**config.mk**
```make
export PLATFORM = sky130hd
export DESIGN_NAME = fbe_burst_read
export DESIGN_NICKNAME = d
export VERILOG_FILES = /design/src/fbe_pkg.sv /design/src/fbe_step_if.sv /design/src/fbe_addr_step.sv /design/src/fbe_burst_read.sv
export SDC_FILE = /design/constraint.sdc
export NUM_CORES = 1
export LEC_CHECK = 0
export BUFFER_PORTS_ARGS = -buffer_cell sky130_fd_sc_hd__buf_2
export CAP_MARGIN = 25
export CORE_ASPECT_RATIO = 0.5
export CORE_MARGIN = 5
export CORE_UTILIZATION = 40
export CTS_CLUSTER_SIZE = 40
export DETAILED_ROUTE_END_ITERATION = 12
export GPL_TIMING_DRIVEN = 0
export PLACE_DENSITY_LB_ADDON = 0.1
export SLEW_MARGIN = 5
export SYNTH_ARGS = -nofsm -noshare
export SYNTH_HDL_FRONTEND = slang
export SYNTH_SLANG_ARGS = --single-unit
export TNS_END_PERCENT = 10
```
**constraint.sdc**
```tcl
create_clock -name clk_sys_in -period 4.2 [get_ports clk_sys_in]
set_input_delay 0.63 -clock clk_sys_in [delete_from_list [all_inputs] [get_ports clk_sys_in]]
set_output_delay 0.63 -clock clk_sys_in [all_outputs]
set_load 0.01 [all_outputs]
```
**src/fbe_pkg.sv**
```systemverilog
// Shared constants and types for the flash burst read engine
// Notes on behaviour
// RQ1: Powers up in asynchronous read mode only.
// RQ2: Host sets wait, mode, edge, ready first.
// RQ3: After configuration only synchronous reads answered.
// RQ4: First word after wait, then one per edge.
// RQ5: Every 64-word block end is a boundary.
// RQ6: Block crossing adds two, slow variant three.
// RQ7: Odd start waits once at first 16-crossing.
// RQ8: Odd start in top sixteen adds three.
// RQ9: Slow variant host adds one more wait.
// RQ10: Ready held low during added cycles.
// RQ11: Continuous burst wraps; stops on CE, reset, load.
// RQ12: Idle bank crossing adds the two-cycle gap.
// RQ13: Busy bank crossing shows status, ignores clock.
// RQ14: Host restarts with new address after status.
// RQ15: Wrap groups of 8/16/32, size aligned.
// RQ16: Wrap counts up, returns to group start.
// RQ17: Wrap modes add no boundary waits.
// RQ18: Ready shows valid word each cycle.
// RQ19: Configuration holds wait, mode, edge, ready, sync.
// RQ20: First word marked by ready after OE.
// RQ21: Host matches wait count to clock rate.
// RQ22: Reads in idle bank with no penalty.
// RQ23: Suspended erase bank readable except erasing sector.
// RQ24: Rising edge active unless configured otherwise.
// RQ25: Load needs CE low, WE high, address valid.
// RQ26: Pin reset returns to async mode, ends burst.
// RQ27: Counter full width; wrap touches group bits only.
package fbe_pkg;
    // Widths
    localparam int ADDR_W = 23;
    localparam int DATA_W = 16;
    localparam int WAIT_W = 4;
    localparam int BANK_W = 2;
    localparam int SECT_LSB = 15;
    localparam int SECT_W = ADDR_W - SECT_LSB;
    // Boundary field positions
    localparam int BLK_W = 6;
    localparam int GRP16_W = 4;
    localparam int GRP_W = 5;
    // Wrap group masks
    localparam logic [GRP_W-1:0] MASK_W8 = 5'h07;
    localparam logic [GRP_W-1:0] MASK_W16 = 5'h0f;
    localparam logic [GRP_W-1:0] MASK_W32 = 5'h1f;
    // Added cycles at boundaries
    localparam logic [1:0] GAP_NONE = 2'h0;
    localparam logic [1:0] GAP_ODD16 = 2'h1;
    localparam logic [1:0] GAP_STD = 2'h2;
    localparam logic [1:0] GAP_SLOW = 2'h3;
    localparam logic [1:0] GAP_ODD64 = 2'h3;
    // Pin bundle positions and idle value
    localparam int PIN_CLK = 0;
    localparam int PIN_CE = 1;
    localparam int PIN_OE = 2;
    localparam int PIN_WE = 3;
    localparam int PIN_AVD = 4;
    localparam int PIN_RST = 5;
    localparam int PIN_W = 6;
    localparam logic [PIN_W-1:0] PIN_IDLE = 6'h3e;
    // Configuration reset values
    localparam logic [WAIT_W-1:0] WAIT_RST = 4'h5;
    // Read pipeline depth from state to pins
    localparam int PIPE_DEPTH = 3;
    // Burst modes
    typedef enum logic [1:0] {
        FBE_CONT = 2'h0,
        FBE_WRAP8 = 2'h1,
        FBE_WRAP16 = 2'h2,
        FBE_WRAP32 = 2'h3
    } fbe_mode_t;
    // Burst states, Gray along idle-init-data-gap-status
    typedef enum logic [2:0] {
        ST_IDLE = 3'h0,
        ST_INIT = 3'h1,
        ST_DATA = 3'h3,
        ST_GAP = 3'h2,
        ST_STAT = 3'h6
    } fbe_state_t;
endpackage : fbe_pkg

```
**src/fbe_step_if.sv**
```systemverilog
// Link between burst control and the address step logic
`timescale 1ns/1ps
interface fbe_step_if;
    logic [fbe_pkg::ADDR_W-1:0] cur_addr; // Word now on the bus
    fbe_pkg::fbe_mode_t mode; // Burst mode
    logic start_odd; // Burst began on odd word
    logic first16_open; // No 16-word crossing yet
    logic slow; // Slow variant
    logic [fbe_pkg::ADDR_W-1:0] next_addr; // Following word
    logic [1:0] gap; // Added cycles before it
    logic cross16; // Step crosses a 16-word line
    modport ctrl (
        output cur_addr, mode, start_odd, first16_open, slow,
        input next_addr, gap, cross16
    );
    modport step (
        input cur_addr, mode, start_odd, first16_open, slow,
        output next_addr, gap, cross16
    );
endinterface : fbe_step_if

```
**src/fbe_addr_step.sv**
```systemverilog
// Next burst address and boundary wait count
`timescale 1ns/1ps
module fbe_addr_step (
    // Step link
    fbe_step_if.step s
);
    logic [fbe_pkg::ADDR_W-1:0] inc_addr; // Plain increment
    logic [fbe_pkg::ADDR_W-1:0] wrap_mask; // Bits that wrap
    logic [fbe_pkg::ADDR_W-1:0] wrap_addr; // Group-wrapped step
    logic [fbe_pkg::GRP_W-1:0] grp_mask; // Group size mask
    logic cont; // Continuous mode
    logic blk_end; // Last word of 64 block
    logic g16_end; // Last word of 16 group
    logic odd_open; // Odd start still pending
    // Full-width counter rolls past the top to zero
    assign inc_addr = s.cur_addr + {{(fbe_pkg::ADDR_W-1){1'b0}}, 1'b1}; // RQ11
    // Group mask picks the aligned wrap group
    assign grp_mask = (s.mode == fbe_pkg::FBE_WRAP8) ? fbe_pkg::MASK_W8 :
        (s.mode == fbe_pkg::FBE_WRAP16) ? fbe_pkg::MASK_W16 :
        (s.mode == fbe_pkg::FBE_WRAP32) ? fbe_pkg::MASK_W32 : '0; // RQ15
    assign wrap_mask = {{(fbe_pkg::ADDR_W-fbe_pkg::GRP_W){1'b0}}, grp_mask};
    // Upper bits held, low group bits roll over
    assign wrap_addr = (s.cur_addr & ~wrap_mask) | (inc_addr & wrap_mask); // RQ16 RQ27
    assign cont = (s.mode == fbe_pkg::FBE_CONT);
    assign s.next_addr = cont ? inc_addr : wrap_addr;
    // Boundary detection on the word being left
    assign blk_end = &s.cur_addr[fbe_pkg::BLK_W-1:0]; // RQ5
    assign g16_end = &s.cur_addr[fbe_pkg::GRP16_W-1:0];
    assign odd_open = s.start_odd & s.first16_open;
    assign s.cross16 = cont & g16_end;
    // Wrap modes never cross, so they never wait
    assign s.gap = !cont ? fbe_pkg::GAP_NONE : // RQ17
        (blk_end && odd_open) ? fbe_pkg::GAP_ODD64 : // RQ8
        blk_end ? (s.slow ? fbe_pkg::GAP_SLOW : fbe_pkg::GAP_STD) : // RQ6 RQ12
        (g16_end && odd_open) ? fbe_pkg::GAP_ODD16 : fbe_pkg::GAP_NONE; // RQ7
endmodule : fbe_addr_step

```
**src/fbe_burst_read.sv**
```systemverilog
// Burst read engine of a multi-bank NOR flash
`timescale 1ns/1ps
module fbe_burst_read #(
    parameter bit SLOW_VARIANT = 1'b0,
    parameter int NBANK = 4
) (
    // System clock and reset
    input wire logic clk_sys_in,
    input wire logic rst_n_in,
    // Host pins, asynchronous to clk_sys_in
    input wire logic flash_clk_in,
    input wire logic chip_sel_n_in,
    input wire logic out_en_n_in,
    input wire logic write_en_n_in,
    input wire logic address_valid_n_in,
    input wire logic flash_rst_n_in,
    input wire logic [fbe_pkg::ADDR_W-1:0] addr_in,
    // Data and ready pins
    output logic [fbe_pkg::DATA_W-1:0] dq_out,
    output logic dq_oe_out,
    output logic ready_out,
    output logic ready_oe_out,
    // Configuration from the command decoder
    input wire logic cfg_load_in,
    input wire logic [fbe_pkg::WAIT_W-1:0] cfg_wait_in,
    input wire logic [1:0] cfg_mode_in,
    input wire logic cfg_falling_in,
    input wire logic cfg_rdy_early_in,
    input wire logic cfg_sync_en_in,
    // Array read port, one cycle latency
    output logic [fbe_pkg::ADDR_W-1:0] array_addr_out,
    input wire logic [fbe_pkg::DATA_W-1:0] array_data_in,
    // Program and erase engine state
    input wire logic [NBANK-1:0] bank_busy_in,
    input wire logic [NBANK-1:0] bank_susp_in,
    input wire logic [fbe_pkg::SECT_W-1:0] susp_sector_in,
    input wire logic [fbe_pkg::DATA_W-1:0] status_in,
    // Mode status
    output logic sync_mode_out,
    output logic burst_active_out
);
    localparam int AW = fbe_pkg::ADDR_W;
    localparam int SYNC_W = fbe_pkg::PIN_W + AW;

    // Pin synchroniser, two stages
    logic [SYNC_W-1:0] pin_meta; // First stage, read only by pin_sync
    logic [SYNC_W-1:0] pin_sync; // Second stage
    logic lclk_prev; // Link clock one sample back
    // Decoded synchronised pins
    logic lclk;
    logic ce_on;
    logic oe_on;
    logic we_off;
    logic avd_on;
    logic pin_rst_n;
    logic [AW-1:0] addr_s;
    logic act_edge; // Active link clock edge seen
    logic load_hit; // Burst address load this edge
    // Configuration register
    logic [fbe_pkg::WAIT_W-1:0] cfg_wait;
    fbe_pkg::fbe_mode_t cfg_mode;
    logic cfg_falling;
    logic cfg_rdy_early;
    logic sync_mode;
    // Burst state
    fbe_pkg::fbe_state_t st;
    fbe_pkg::fbe_state_t next_st;
    logic [AW-1:0] burst_addr;
    logic [fbe_pkg::WAIT_W-1:0] init_cnt;
    logic [1:0] gap_cnt;
    logic start_odd;
    logic first16_open;
    // Asynchronous read path
    logic [AW-1:0] async_addr;
    logic async_sel;
    // Bank access checks
    logic [fbe_pkg::BANK_W-1:0] next_bank;
    logic [fbe_pkg::BANK_W-1:0] load_bank;
    logic next_ok;
    logic load_ok;
    // Ready pipeline, aligned with the array read
    logic valid_now;
    logic rdy_d1;
    logic rdy_d2;
    logic stat_d1;

    fbe_step_if step_link ();

    // Address step and boundary logic
    fbe_addr_step u_step (
        .s(step_link.step)
    );

    // Two-stage sampling of every host pin
    always_ff @(posedge clk_sys_in) begin
        if (!rst_n_in) begin
            pin_meta <= {{AW{1'b0}}, fbe_pkg::PIN_IDLE};
            pin_sync <= {{AW{1'b0}}, fbe_pkg::PIN_IDLE};
            lclk_prev <= 1'b0;
        end else begin
            pin_meta <= {addr_in, flash_rst_n_in, address_valid_n_in, write_en_n_in,
                out_en_n_in, chip_sel_n_in, flash_clk_in};
            pin_sync <= pin_meta;
            lclk_prev <= pin_sync[fbe_pkg::PIN_CLK];
        end
    end

    // Pin decode from the second stage only
    assign lclk = pin_sync[fbe_pkg::PIN_CLK];
    assign ce_on = !pin_sync[fbe_pkg::PIN_CE];
    assign oe_on = !pin_sync[fbe_pkg::PIN_OE];
    assign we_off = pin_sync[fbe_pkg::PIN_WE];
    assign avd_on = !pin_sync[fbe_pkg::PIN_AVD];
    assign pin_rst_n = pin_sync[fbe_pkg::PIN_RST];
    assign addr_s = pin_sync[SYNC_W-1:fbe_pkg::PIN_W];
    // Rising edge unless configured for falling
    assign act_edge = cfg_falling ? (lclk_prev & !lclk) : (!lclk_prev & lclk); // RQ24
    // Address load needs CE low, WE high, address valid
    assign load_hit = act_edge & ce_on & we_off & avd_on; // RQ25

    // Configuration register, cleared by either reset
    always_ff @(posedge clk_sys_in) begin
        if (!rst_n_in || !pin_rst_n) begin
            cfg_wait <= fbe_pkg::WAIT_RST;
            cfg_mode <= fbe_pkg::FBE_CONT;
            cfg_falling <= 1'b0;
            cfg_rdy_early <= 1'b0;
            sync_mode <= 1'b0; // RQ1 RQ26
        end else if (cfg_load_in) begin
            // All five fields stored together
            cfg_wait <= cfg_wait_in; // RQ19
            cfg_mode <= fbe_pkg::fbe_mode_t'(cfg_mode_in);
            cfg_falling <= cfg_falling_in;
            cfg_rdy_early <= cfg_rdy_early_in;
            sync_mode <= cfg_sync_en_in; // RQ3
        end
    end

    // Bank of the next word and of a loaded address
    assign next_bank = step_link.next_addr[AW-1 -: fbe_pkg::BANK_W];
    assign load_bank = addr_s[AW-1 -: fbe_pkg::BANK_W];
    // Busy bank readable only while suspended, outside the erasing sector
    assign next_ok = !bank_busy_in[next_bank] || (bank_susp_in[next_bank] &&
        step_link.next_addr[AW-1:fbe_pkg::SECT_LSB] != susp_sector_in); // RQ22 RQ23
    assign load_ok = !bank_busy_in[load_bank] || (bank_susp_in[load_bank] &&
        addr_s[AW-1:fbe_pkg::SECT_LSB] != susp_sector_in); // RQ22 RQ23

    // Step link inputs
    assign step_link.cur_addr = burst_addr;
    assign step_link.mode = cfg_mode;
    assign step_link.start_odd = start_odd;
    assign step_link.first16_open = first16_open;
    assign step_link.slow = SLOW_VARIANT;

    // Next burst state
    always_comb begin
        next_st = st;
        if (!ce_on || !sync_mode) begin
            next_st = fbe_pkg::ST_IDLE; // RQ11
        end else if (load_hit) begin
            // A new address restarts from any state
            next_st = load_ok ? fbe_pkg::ST_INIT : fbe_pkg::ST_STAT; // RQ14
        end else if (act_edge) begin
            unique case (st)
                fbe_pkg::ST_IDLE: next_st = fbe_pkg::ST_IDLE;
                fbe_pkg::ST_INIT: begin
                    if (init_cnt == '0) begin
                        next_st = fbe_pkg::ST_DATA; // RQ4
                    end
                end
                fbe_pkg::ST_DATA: begin
                    if (!next_ok) begin
                        next_st = fbe_pkg::ST_STAT; // RQ13
                    end else if (step_link.gap != fbe_pkg::GAP_NONE) begin
                        next_st = fbe_pkg::ST_GAP; // RQ6
                    end
                end
                fbe_pkg::ST_GAP: begin
                    if (gap_cnt == 2'h1) begin
                        next_st = fbe_pkg::ST_DATA;
                    end
                end
                // Clock ignored until a fresh load
                fbe_pkg::ST_STAT: next_st = fbe_pkg::ST_STAT; // RQ13
                default: next_st = fbe_pkg::ST_IDLE;
            endcase
        end
    end

    // State register, pin reset ends any burst
    always_ff @(posedge clk_sys_in) begin
        if (!rst_n_in || !pin_rst_n) begin
            st <= fbe_pkg::ST_IDLE; // RQ26
        end else begin
            st <= next_st;
        end
    end

    // Address counter and wait counters
    always_ff @(posedge clk_sys_in) begin
        if (!rst_n_in) begin
            burst_addr <= '0;
            init_cnt <= '0;
            gap_cnt <= '0;
            start_odd <= 1'b0;
            first16_open <= 1'b0;
        end else if (load_hit) begin
            burst_addr <= addr_s;
            init_cnt <= cfg_wait; // RQ4
            gap_cnt <= '0;
            start_odd <= addr_s[0];
            first16_open <= 1'b1;
        end else if (act_edge && st == fbe_pkg::ST_INIT && init_cnt != '0) begin
            init_cnt <= init_cnt - 1'b1;
        end else if (act_edge && st == fbe_pkg::ST_DATA && next_ok) begin
            // One word per edge, gap loaded on crossings
            burst_addr <= step_link.next_addr; // RQ4 RQ16
            gap_cnt <= step_link.gap; // RQ10
            if (step_link.cross16) begin
                first16_open <= 1'b0; // RQ7
            end
        end else if (act_edge && st == fbe_pkg::ST_GAP) begin
            gap_cnt <= gap_cnt - 1'b1;
        end
    end

    // Asynchronous reads, answered only while sync mode is off
    always_ff @(posedge clk_sys_in) begin
        if (!rst_n_in || !pin_rst_n) begin
            async_addr <= '0;
            async_sel <= 1'b0;
        end else if (sync_mode || !ce_on) begin
            async_sel <= 1'b0; // RQ3
        end else if (avd_on && we_off) begin
            async_addr <= addr_s; // RQ1
            async_sel <= 1'b1;
        end
    end

    // Valid word now, or one edge early when configured
    assign valid_now = (st == fbe_pkg::ST_DATA) ||
        (cfg_rdy_early && st == fbe_pkg::ST_INIT && init_cnt == '0) ||
        (cfg_rdy_early && st == fbe_pkg::ST_GAP && gap_cnt == 2'h1); // RQ18

    // Array address and ready pipeline
    always_ff @(posedge clk_sys_in) begin
        if (!rst_n_in) begin
            array_addr_out <= '0;
            rdy_d1 <= 1'b0;
            rdy_d2 <= 1'b0;
            stat_d1 <= 1'b0;
        end else begin
            array_addr_out <= sync_mode ? burst_addr : async_addr;
            rdy_d1 <= valid_now;
            rdy_d2 <= rdy_d1;
            stat_d1 <= (st == fbe_pkg::ST_STAT);
        end
    end

    // Pin drivers: array data and ready three cycles behind the state, status data two, enables one
    always_ff @(posedge clk_sys_in) begin
        if (!rst_n_in) begin
            dq_out <= '0;
            dq_oe_out <= 1'b0;
            ready_out <= 1'b0;
            ready_oe_out <= 1'b0;
            sync_mode_out <= 1'b0;
            burst_active_out <= 1'b0;
        end else begin
            // Status replaces array data in a busy bank
            dq_out <= stat_d1 ? status_in : array_data_in; // RQ13
            dq_oe_out <= ce_on && oe_on &&
                (sync_mode ? (st != fbe_pkg::ST_IDLE) : async_sel); // RQ3
            // Ready only counts once OE is low
            ready_out <= rdy_d2 && oe_on; // RQ10 RQ20
            ready_oe_out <= ce_on && sync_mode;
            sync_mode_out <= sync_mode;
            burst_active_out <= (st != fbe_pkg::ST_IDLE);
        end
    end
endmodule : fbe_burst_read

```
==> results of run 1 <==
layer usage:
metal,part of all wire,vias to the layer above
met4,0.014,0
met2,0.38,196
met1,0.53,2733
li1,-,2944
met3,0.073,24
met5,0,-
registers in the layout, indices dropped and copies added, names as in the netlist, 2 cells and up, named ones only:
register        count
pin_meta           29
pin_sync           29
array_addr_out     23
async_addr         23
burst_addr         21
dq_out             16
cfg_wait            4
init_cnt            4
st                  3
cfg_mode            2
gap_cnt             2
through the flow:
stage	util	instances	area, µm²	power, µW
2_1_floorplan	-	760	7040	1840
3_3_place_gp	0.462	1125	7990	1930
3_5_place_dp	0.462	1125	7990	1940
4_1_cts	0.495	1157	8560	3450
5_1_grt	0.495	1157	8560	3550
6_report	0.495	1157	8560	3420
final cells by class:
class,count,share of cell area
Timing Repair Buffer,131,0.0766
Clock inverter,13,0.0155
Sequential cell,173,0.404
Multi-Input combinational cell,525,0.390
Inverter,13,0.00570
Tap cell,234,0.0342
Clock buffer,19,0.0506
Buffer,49,0.0226
worst max-delay path by stage:
stage,startpoint,endpoint,slack [ns],cells past startpoint
floorplan,burst_addr[0],burst_addr[12],0.78,11
global placement,burst_addr[0],burst_addr[1],-0.03,11
detailed placement,burst_addr[0],burst_addr[1],-0.04,11
CTS,burst_addr[0],burst_addr[1],0.21,11
global route,burst_addr[0],burst_addr[1],0.01,11
finish,burst_addr[0],burst_addr[1],0.16,11
synth_stat cells (4+ instances only):
| master | instances |
|---|---|
| or3_1 | 8 |
| inv_1 | 12 |
| a211oi_1 | 7 |
| mux2i_1 | 49 |
| clkbuf_1 | 41 |
| a31oi_1 | 6 |
| dfxtp_1 | 173 |
| a311oi_1 | 5 |
| nand3_1 | 16 |
| xnor2_1 | 24 |
| and3_1 | 4 |
| and2_1 | 55 |
| xor2_1 | 5 |
| o211ai_1 | 4 |
| nand4_1 | 14 |
| nand2_1 | 83 |
| nand2b_1 | 17 |
| nor3b_1 | 5 |
| nor2_1 | 73 |
| a21oi_1 | 42 |
| nor3_1 | 17 |
| and4_1 | 5 |
| o311a_1 | 6 |
| o21ai_0 | 22 |
| buf_1 | 5 |
cell usage in the layout (no fill, tap or decap), drive strengths merged, types with 3 or more instances in the layout:
cell / instances
mux2i: 49
o2111ai: 3
a311oi: 8
o21a: 3
mux4: 3
a31oi: 6
nand2b: 17
o311a: 6
and4: 5
or3: 8
o211ai: 4
a211oi: 7
clkbuf: 60
nor2: 73
inv: 17
nand2: 83
nand4b: 3
buf: 139
and3: 4
o311ai: 4
o21ai: 25
nor3: 17
dfxtp: 173
nand4: 14
and2: 55
ha: 3
a21oi: 42
mux2: 3
o31ai: 3
nor3b: 5
nand3: 16
clkinv: 6
xor2: 6
xnor2: 24
power groups by stage:
stage / Combinational (µW) / Sequential, µW / Clock (µW)
floorplan: 101 / 1740 / 0
global placement: 193 / 1740 / 0
detailed placement: 196 / 1740 / 0
CTS: 197 / 1700 / 1550
global route: 216 / 1710 / 1620
finish: 197 / 1700 / 1520
repair_timing:
item,in CTS,in global routing
hold buffers,0,0
gates resized for setup,1,0
endpoints found under the setup margin,5,0
cells by family after synthesis:
group           synth area share
compound gates             0.123
mux                       0.0840
fa+ha+maj                0.00533
flops                      0.492
buf+inv                   0.0345
simple gates               0.223
xor+xnor                  0.0384
==> results.sh, run 1 <==
export IMPL_status="finished, final reports clean"
export IMPL_finalSetupViolations=0
export IMPL_crit_buf_inv=2
export IMPL_via_count=5897
export IMPL_worstHoldPathType="in -> reg"
export IMPL_synthTopCellsByArea="dfxtp_1 (49%), mux2i_1 (7.0%), and2_1 (4.9%), nand2_1 (4.4%), nor2_1 (3.9%)"
export IMPL_post_cts_setup_buffers=0
export IMPL_initial_utilization=0.407
export IMPL_drt_iter0_drc=440
export IMPL_area_growth_pct=21.6
export IMPL_async_flop_share=0
export IMPL_r2r_start="burst_addr[0]"
export IMPL_portBuffers=131
export IMPL_timing_fmax_ghz=0.247
export IMPL_grt_overflow=0
export IMPL_synth_top_flop_cell="dfxtp_1"
export IMPL_ys_seq_area_frac=0.492
export IMPL_p_clk_frac=0.444
export IMPL_holdPathStages=2
export IMPL_dp_hpwl_mm=15.3
export IMPL_cp_arrival_ns=4.33
export IMPL_grtUsageMet3=0.0402
export IMPL_final_nets=1002
export IMPL_critPathTopFamily="simple AND/OR/NAND/NOR gates"
export IMPL_fp_dieH_um=104
export IMPL_die_area_mm2=0.0205
export IMPL_final_max_slew_viol_count=0
export IMPL_layout_min_cycle_time_ns=4.04
export IMPL_path_clk_slew_ns=0.07
export IMPL_synth_area_mm2=0.00704
export IMPL_via_per_inst=5.10
export IMPL_min_period_over_period=0.962
export IMPL_dieWidth_um=198
export IMPL_worst_slew_pin_slew_ns=0.913
export IMPL_final_setup_tns_ns=0
export IMPL_drive_above_1_share=0.197
export IMPL_ant_nets=0
export IMPL_synth_distinct_cells=61
export IMPL_grt_pass1_vias=5609
export IMPL_power_density_mw_per_mm2=399
export IMPL_drtPass1Iterations=4
export IMPL_fin_hold_ws_ns=0.377
export IMPL_holdPathEnd="pin_meta[4]"
export IMPL_setup_slack_ns=0.158
export IMPL_numCtsBuffers=17
export IMPL_synth_edf_count=0
export IMPL_p_sw_frac=0.241
export IMPL_synth_area_per_cell_um2=9.27
export IMPL_p_int_uw=2600
export IMPL_power_switching_uw=824
export IMPL_use_met2=0.263
export IMPL_p_comb_frac=0.058
export IMPL_gr_usage_met1=0.312
export IMPL_gp_congestion=0.871
export IMPL_clk_latency_ns=0.43
export IMPL_synth_fp_nets=852
export IMPL_path_cells="ha_1, nand3_1, or3_1, buf_2, nor4b_4, xor2_2, mux4_2, a31oi_2, buf_2, mux2i_1, a21oi_1"
export IMPL_n_antenna_cell=0
export IMPL_synth_seq_cells=173
export IMPL_register_area_mm2=0.00346
export IMPL_cp_required_ns=4.48
export IMPL_io_pin_count=133
export IMPL_cp_start_kind="flop"
export IMPL_worstHoldStart="address_valid_n_in"
export IMPL_cts_tree="built"
export IMPL_leakagePower_uw=0.00329
export IMPL_criticalPathCategory="reg -> reg"
export IMPL_clock_sinks=173
export IMPL_maxCapViolCount=0
export IMPL_finalHoldViolations=0
export IMPL_multiInputGateArea_mm2=0.00334
export IMPL_peakVddDrop_uv=248
export IMPL_skew_ns=0.0150
export IMPL_slowest_stage="mux4_2"
export IMPL_drc=0
export IMPL_busiest_layer="met1"
export IMPL_grt_max_degree=17
export IMPL_preCtsSetupSlack_ns=-0.0401
export IMPL_crit_path_max_fanout=10
export IMPL_rows=34
export IMPL_cp_common_cell="buf_2"
export IMPL_power_frac_seq=0.498
export IMPL_synth_top_cell_area_share=0.492
export IMPL_core_area_mm2=0.0173
export IMPL_drt_wl_total_mm=20.4
export IMPL_r2r_end="burst_addr[1]"
export IMPL_rsz0062_at_grt="no"
export IMPL_max_slew_margin=0.391
export IMPL_fill_cells=1713
export IMPL_cts_buffer_depth=2
export IMPL_yosys_area_top_type="dfxtp_1"
export IMPL_htreeDepth=4
export IMPL_ff2ff_path_depth=11
export IMPL_end_kind="flop"
export IMPL_synth_cells=760
export IMPL_r2r_slack_ns=0.16
export IMPL_cts_root_buf="clkbuf_16"
export IMPL_critPathMaxStageDelay_ns=0.63
export IMPL_antenna_found_initial=0
export IMPL_detail_route_wl_per_cell_um=17.7
export IMPL_grt_util_all_layers=0.197
export IMPL_grt_first_pass_wirelength_mm=31.7
export IMPL_ys_warn_count=0
Note: power is estimated with default switching activity, not from simulation.
==> run 2: changes to the inputs <==
--- a/config.mk
+++ b/config.mk
@@ -5,6 +5,7 @@
 export SDC_FILE = /design/constraint.sdc
 export NUM_CORES = 1
 export LEC_CHECK = 0
+export ABC_AREA = 1
 export BUFFER_PORTS_ARGS = -buffer_cell sky130_fd_sc_hd__buf_2
 export CAP_MARGIN = 25
 export CORE_ASPECT_RATIO = 0.5
@@ -14,6 +15,7 @@
 export DETAILED_ROUTE_END_ITERATION = 12
 export GPL_TIMING_DRIVEN = 0
 export PLACE_DENSITY_LB_ADDON = 0.1
+export SKIP_LAST_GASP = 1
 export SLEW_MARGIN = 5
 export SYNTH_ARGS = -nofsm -noshare
 export SYNTH_HDL_FRONTEND = slang
==> run 2 against run 1 <==
  * Total power grew 3.0%
  * Via count grew 15%
  * Utilization grew 0.29 points
  * Sequential cell count is the same
  * Setup slack gained 1.1 ns
  * First-iteration DRC count grew 0.45%
  * Cell area grew 1.8%
  * Clock power grew 3%
  * Register-to-register slack gained 1.1 ns
==> results.sh, run 2 <==
export IMPL_criticalPathCategory="reg -> reg"
export IMPL_design_area_mm2=0.00872
export IMPL_post_cts_setup_buffers=0
export IMPL_yosys_area_top_type="dfxtp_1"
export IMPL_slowest_stage="dfxtp_1"
export IMPL_via_per_inst=4.88
export IMPL_dieWidth_um=200
export IMPL_min_period_over_period=0.700
export IMPL_top_regs="pin_meta (29), pin_sync (29)"
export IMPL_skew_ns=0.00705
export IMPL_post_route_util=0.498
export IMPL_synth_xor_area_share=0.0122
export IMPL_detailed_place_area_mm2=0.00814
export IMPL_r2r_slack_ns=1.26
export IMPL_power_total_uw=3520
export IMPL_worst_slew_pin_slew_ns=0.785
export IMPL_antenna_found_initial=0
export IMPL_synth_seq_cells=173
export IMPL_rows=34
export IMPL_power_density_mw_per_mm2=404
export IMPL_maxCapViolCount=0
export IMPL_synth_adder_area_share=0.00522
export IMPL_cp_required_ns=4.52
export IMPL_ys_warn_count=0
export IMPL_synth_top_family_by_area="simple AND/OR/NAND/NOR gates"
export IMPL_die_area_mm2=0.0209
export IMPL_synth_distinct_cells=38
export IMPL_cts_resized=0
export IMPL_fin_hold_ws_ns=0.377
export IMPL_fill_cells=1777
export IMPL_grt_overflow=0
export IMPL_via_count=6779
export IMPL_critPathMaxStageDelay_ns=0.45
export IMPL_cts_hold_buf=0
export IMPL_synth_mux_area_frac=0
export IMPL_synth_fp_nets=1083
export IMPL_htreeDepth=4
export IMPL_finalHoldViolations=0
export IMPL_synth_cells=991
export IMPL_layout_commonest_cell="nand2_1"
export IMPL_clock_sinks=173
export IMPL_synth_compound_area_frac=0.137
export IMPL_cts_root_buf="clkbuf_16"
export IMPL_synthSimpleGateAreaFrac=0.276
export IMPL_grt_max_degree=18
export IMPL_final_max_slew_viol_count=0
export IMPL_drive_above_1_share=0.182
export IMPL_cp_common_cell="nand2_1"
export IMPL_path_clk_slew_ns=0.07
export IMPL_cts_tree="built"
export IMPL_end_kind="flop"
export IMPL_final_nets=1233
export IMPL_grt_pass1_vias=6310
export IMPL_drtPass1Iterations=5
export IMPL_synth_area_per_cell_um2=7.25
export IMPL_gp_congestion=0.975
export IMPL_layout_min_cycle_time_ns=2.94
export IMPL_drt_wl_total_mm=21.1
export IMPL_io_pin_count=133
export IMPL_synthTopCellsByArea="dfxtp_1 (48%), nand2_1 (9.9%), nor2_1 (8.7%), o21ai_0 (6.8%), inv_1 (6.1%)"
export IMPL_drc=0
export IMPL_max_slew_margin=0.476
export IMPL_timing_fmax_ghz=0.340
export IMPL_leakagePower_uw=0.00419
export IMPL_status="finished, final reports clean"
export IMPL_dp_hpwl_mm=16.0
export IMPL_finalSetupViolations=0
export IMPL_cts_buffer_depth=2
export IMPL_fp_dieH_um=105
export IMPL_final_cell_mix="nand2_1 (190), dfxtp_1 (173), nor2_1 (167)"
export IMPL_ys_seq_area_frac=0.482
export IMPL_numCtsBuffers=17
export IMPL_synth_edf_count=0
export IMPL_initial_utilization=0.410
export IMPL_rsz0062_at_grt="no"
export IMPL_grt_first_pass_wirelength_mm=32.8
export IMPL_drt_iter0_drc=442
export IMPL_core_area_mm2=0.0175
export IMPL_portBuffers=131
export IMPL_async_flop_share=0
export IMPL_cp_arrival_ns=3.26
export IMPL_ant_nets=0
export IMPL_detail_route_wl_per_cell_um=15.2
export IMPL_final_setup_tns_ns=0
export IMPL_cp_start_kind="flop"
export IMPL_synth_top_flop_cell="dfxtp_1"
export IMPL_area_growth_pct=21.3
export IMPL_worstHoldPathType="in -> reg"
export IMPL_yosysMostFrequentCell="nand2_1"
export IMPL_grt_util_all_layers=0.201
export IMPL_n_antenna_cell=0
export IMPL_path_cells="ha_1, nand2_2, nor2_4, nand3_2, nor2_2, nand2_1, nand2_1, nand2_2, nand2_1, nand2_1, nor2_1, nand3_1, nand2_2, nand2_4, nand2_8, nand2_8, buf_6, o21ai_1, nor2_1"
export IMPL_synth_top_cell_area_share=0.482
export IMPL_crit_path_max_fanout=10
export IMPL_peakVddDrop_uv=269
export IMPL_synth_area_mm2=0.00719
export IMPL_clk_latency_ns=0.43
export IMPL_synth_common_cells="nand2_1 (190), dfxtp_1 (173), nor2_1 (167)"
-- run 2: area by class of cell --
| class | instances | area [µm²] | share of cell area |
|---|---|---|---|
| sequential | 173 | 3460 | 0.397 |
| multi-input combinational | 657 | 3090 | 0.355 |
| clock buffer | 17 | 425 | 0.0488 |
| inverter | 120 | 450 | 0.0517 |
| clock inverter | 15 | 156 | 0.0179 |
| buffer | 41 | 181 | 0.0208 |
| timing repair buffer | 131 | 656 | 0.0752 |
| tap | 234 | 293 | 0.0336 |
-- run 2: kinds of logic (layout without fill, tap and decap cells) --
family / after synthesis / after routing
DFF: 173 / 173
buffers and inverters: 161 / 324
and+or+nand+nor: 460 / 460
xor gates and xnor gates: 10 / 10
adders and majority gates: 3 / 3
AOI/OAI and AO/OA: 184 / 184
-- run 2: layer usage --
metal,wire length [µm],GRT usage,vias to the layer above
met5,0,0,-
met2,8340,0.283,257
li1,-,-,3438
met3,1960,0.0498,28
met4,361,0.0620,0
met1,10400,0.302,3056
-- run 2: critical path, delay by kind of cell (launching register included) --
kind / cells / cell delay, ns
compound gates: 1 / 0.15
fa+ha+maj: 1 / 0.23
flops: 1 / 0.45
buf+inv: 1 / 0.16
simple gates: 16 / 1.82
-- run 2: path summary, 6_finish.rpt --
path | from | cells past startpoint | end
worst max-delay path | burst_addr[0] | 19 | burst_addr[0]
worst min-delay path | addr_in[8] | 3 | pin_meta[14]
worst max register to register | burst_addr[0] | 19 | burst_addr[0]
worst min register to register | pin_meta[7] | 2 | pin_sync[7]
-- run 2: through the flow --
step	instances	setup WS, ns
final	1388	1.26
after global routing	1388	1.03
after CTS	1388	1.31
after detailed placement	1356	1.33
after global placement	1356	1.37
after floorplan	991	1.97
-- run 2: power breakdown --
group	switching, µW	internal [µW]
sequential	21.5	1690
clock	726	841
combinational	152	89.1
total	899	2620
==> run 3: changes to the inputs <==
==> constraint.sdc (replaced) <==
create_clock -name clk_sys_in -period 2.36 [get_ports clk_sys_in]
set_input_delay 0.354 -clock clk_sys_in [delete_from_list [all_inputs] [get_ports clk_sys_in]]
set_output_delay 0.354 -clock clk_sys_in [all_outputs]
set_load 0.01 [all_outputs]
==> run 3 against run 2 <==
  * Total power rose by 79%
  * Cell area increased by 6.1%
  * Utilization up 3.0 points
  * Register-to-register slack got worse by 1.4 ns
  * Sequential cell count did not move
  * The flow now finishes with violations (setup timing)
  * Clock power rose by 78%
  * Wire length increased by 4.6%
  * Largest cell class unchanged
  * Global-route usage up 0.36 points
  * Sequential power rose by 78%
  * Sequential share of layout area fell by 2.0 points
==> results.sh, run 3 (synthesized netlist as in run 2, its figures left out) <==
export IMPL_final_max_slew_viol_count=0
export IMPL_layout_min_cycle_time_ns=2.51
export IMPL_cts_tree="built"
export IMPL_grt_max_degree=18
export IMPL_min_period_over_period=1.06
export IMPL_critPathMaxStageDelay_ns=0.38
export IMPL_gp_congestion=0.975
export IMPL_clock_sinks=173
export IMPL_rsz0062_at_grt="yes"
export IMPL_finalHoldViolations=0
export IMPL_area_growth_pct=28.7
export IMPL_skew_ns=0.00847
export IMPL_core_area_mm2=0.0175
export IMPL_grt_util_all_layers=0.205
export IMPL_antenna_found_initial=0
export IMPL_crit_buf_inv=2
export IMPL_via_count=6996
export IMPL_design_area_mm2=0.00925
export IMPL_detail_route_wl_per_cell_um=15.6
export IMPL_critPathTopFamily="simple AND/OR/NAND/NOR gates"
export IMPL_cp_arrival_ns=2.82
export IMPL_failed_checks="setup timing"
export IMPL_path_clk_slew_ns=0.07
export IMPL_io_pin_count=133
export IMPL_top_regs="pin_meta (29), pin_sync (29)"
export IMPL_drt_wl_total_mm=22.1
export IMPL_dp_hpwl_mm=16.0
export IMPL_cts_buffer_depth=2
export IMPL_post_route_util=0.528
export IMPL_htreeDepth=4
export IMPL_detailed_place_area_mm2=0.00814
export IMPL_final_cell_mix="nand2_1 (177), nor2_1 (160), dfxtp_1 (158)"
export IMPL_power_density_mw_per_mm2=680
export IMPL_end_kind="flop"
export IMPL_clk_latency_ns=0.43
export IMPL_rows=34
export IMPL_fill_cells=1732
export IMPL_worst_slew_pin_slew_ns=0.792
export IMPL_grt_first_pass_wirelength_mm=33.4
export IMPL_initial_utilization=0.410
export IMPL_cts_root_buf="clkbuf_16"
export IMPL_setup_slack_ns=-0.146
export IMPL_cts_hold_buf=0
export IMPL_drtPass1Iterations=5
export IMPL_fin_cells=1412
export IMPL_crit_path_max_fanout=5
export IMPL_slowest_stage="dfxtp_4"
export IMPL_drt_iter0_drc=453
export IMPL_fp_dieH_um=105
export IMPL_grt_pass1_vias=6437
export IMPL_final_setup_tns_ns=-3.02
export IMPL_portBuffers=131
export IMPL_power_total_uw=6290
export IMPL_cp_required_ns=2.68
export IMPL_via_per_inst=4.95
export IMPL_cp_start_kind="flop"
export IMPL_dieWidth_um=200
export IMPL_maxCapViolCount=0
export IMPL_worstHoldPathType="in -> reg"
export IMPL_final_nets=1257
export IMPL_die_area_mm2=0.0209
export IMPL_layout_commonest_cell="nand2_1"
export IMPL_path_cells="ha_4, nand2_4, nor2_4, nand3_4, nor2_4, nand2_2, nand2_4, buf_4, nand3_1, nand2_2, nor2_4, nand3_2, nand2_2, nand2_4, nand2_8, nand2_8, buf_8, nand3_1, nand2_1, nor2_1"
export IMPL_placed_cells=1356
export IMPL_status="finished with violations"
export IMPL_numCtsBuffers=17
export IMPL_leakagePower_uw=0.00441
export IMPL_drive_above_1_share=0.247
export IMPL_max_slew_margin=0.472
export IMPL_drc=0
export IMPL_grt_overflow=0
export IMPL_n_antenna_cell=0
export IMPL_finalSetupViolations=28
export IMPL_timing_fmax_ghz=0.399
export IMPL_peakVddDrop_uv=477
export IMPL_criticalPathCategory="reg -> reg"
export IMPL_ant_nets=0
[run 3: worst paths after layout]
check	start	to	slack (ns)	cells past startpoint
setup / recovery	burst_addr[1]	burst_addr[10]	-0.15	20
hold / removal	addr_in[20]	pin_meta[26]	0.1	3
setup reg to reg	burst_addr[1]	burst_addr[10]	-0.15	20
hold reg to reg	pin_meta[7]	pin_sync[7]	0.41	2
[run 3: layout make-up]
type | instances | area (µm²) | area share
Sequential cell | 173 | 3490 | 0.377
Multi-Input combinational cell | 658 | 3340 | 0.362
Timing Repair Buffer | 154 | 895 | 0.0967
Inverter | 120 | 453 | 0.0490
Clock buffer | 17 | 425 | 0.0460
Tap cell | 234 | 293 | 0.0316
Buffer | 41 | 195 | 0.0211
Clock inverter | 15 | 156 | 0.0169
[run 3: tightest hold or removal path, stage by stage]
cell	delay, ns
buf_2	0.07
nand2_1	0.04
inv_1	0.04
[run 3: stage by stage]
step	hold slack, ns	setup WS, ns
finish	0.0986	-0.146
global route	0.0845	-0.316
CTS	0.0869	-0.162
detailed placement	0.397	-0.511
global placement	0.395	-0.468
floorplan	0.390	0.128
[run 3: timing repair]
item	in CTS	in global routing
pin swaps	10	20
cloned	1	3
endpoints found under the setup margin	33	34
buffers inserted	17	4
gates resized for setup	29	61
[run 3: layer usage]
metal  global-route usage  part of all wire  routed length (µm)  up-vias
li1                     -                 -                   -     3515
met1                0.306              0.49               10800     3195
met2                0.292              0.41                8960      261
met3               0.0498             0.093                2060       25
met4               0.0606             0.013                 296        0
met5                    0                 0                   0        -
[run 3: power breakdown]
group | total, µW | leakage (µW) | internal [µW] | switching [µW]
logic | 443 | 0.00270 | 163 | 281
clock network | 2800 | 0.000282 | 1500 | 1310
registers | 3050 | 0.00142 | 3010 | 39.5
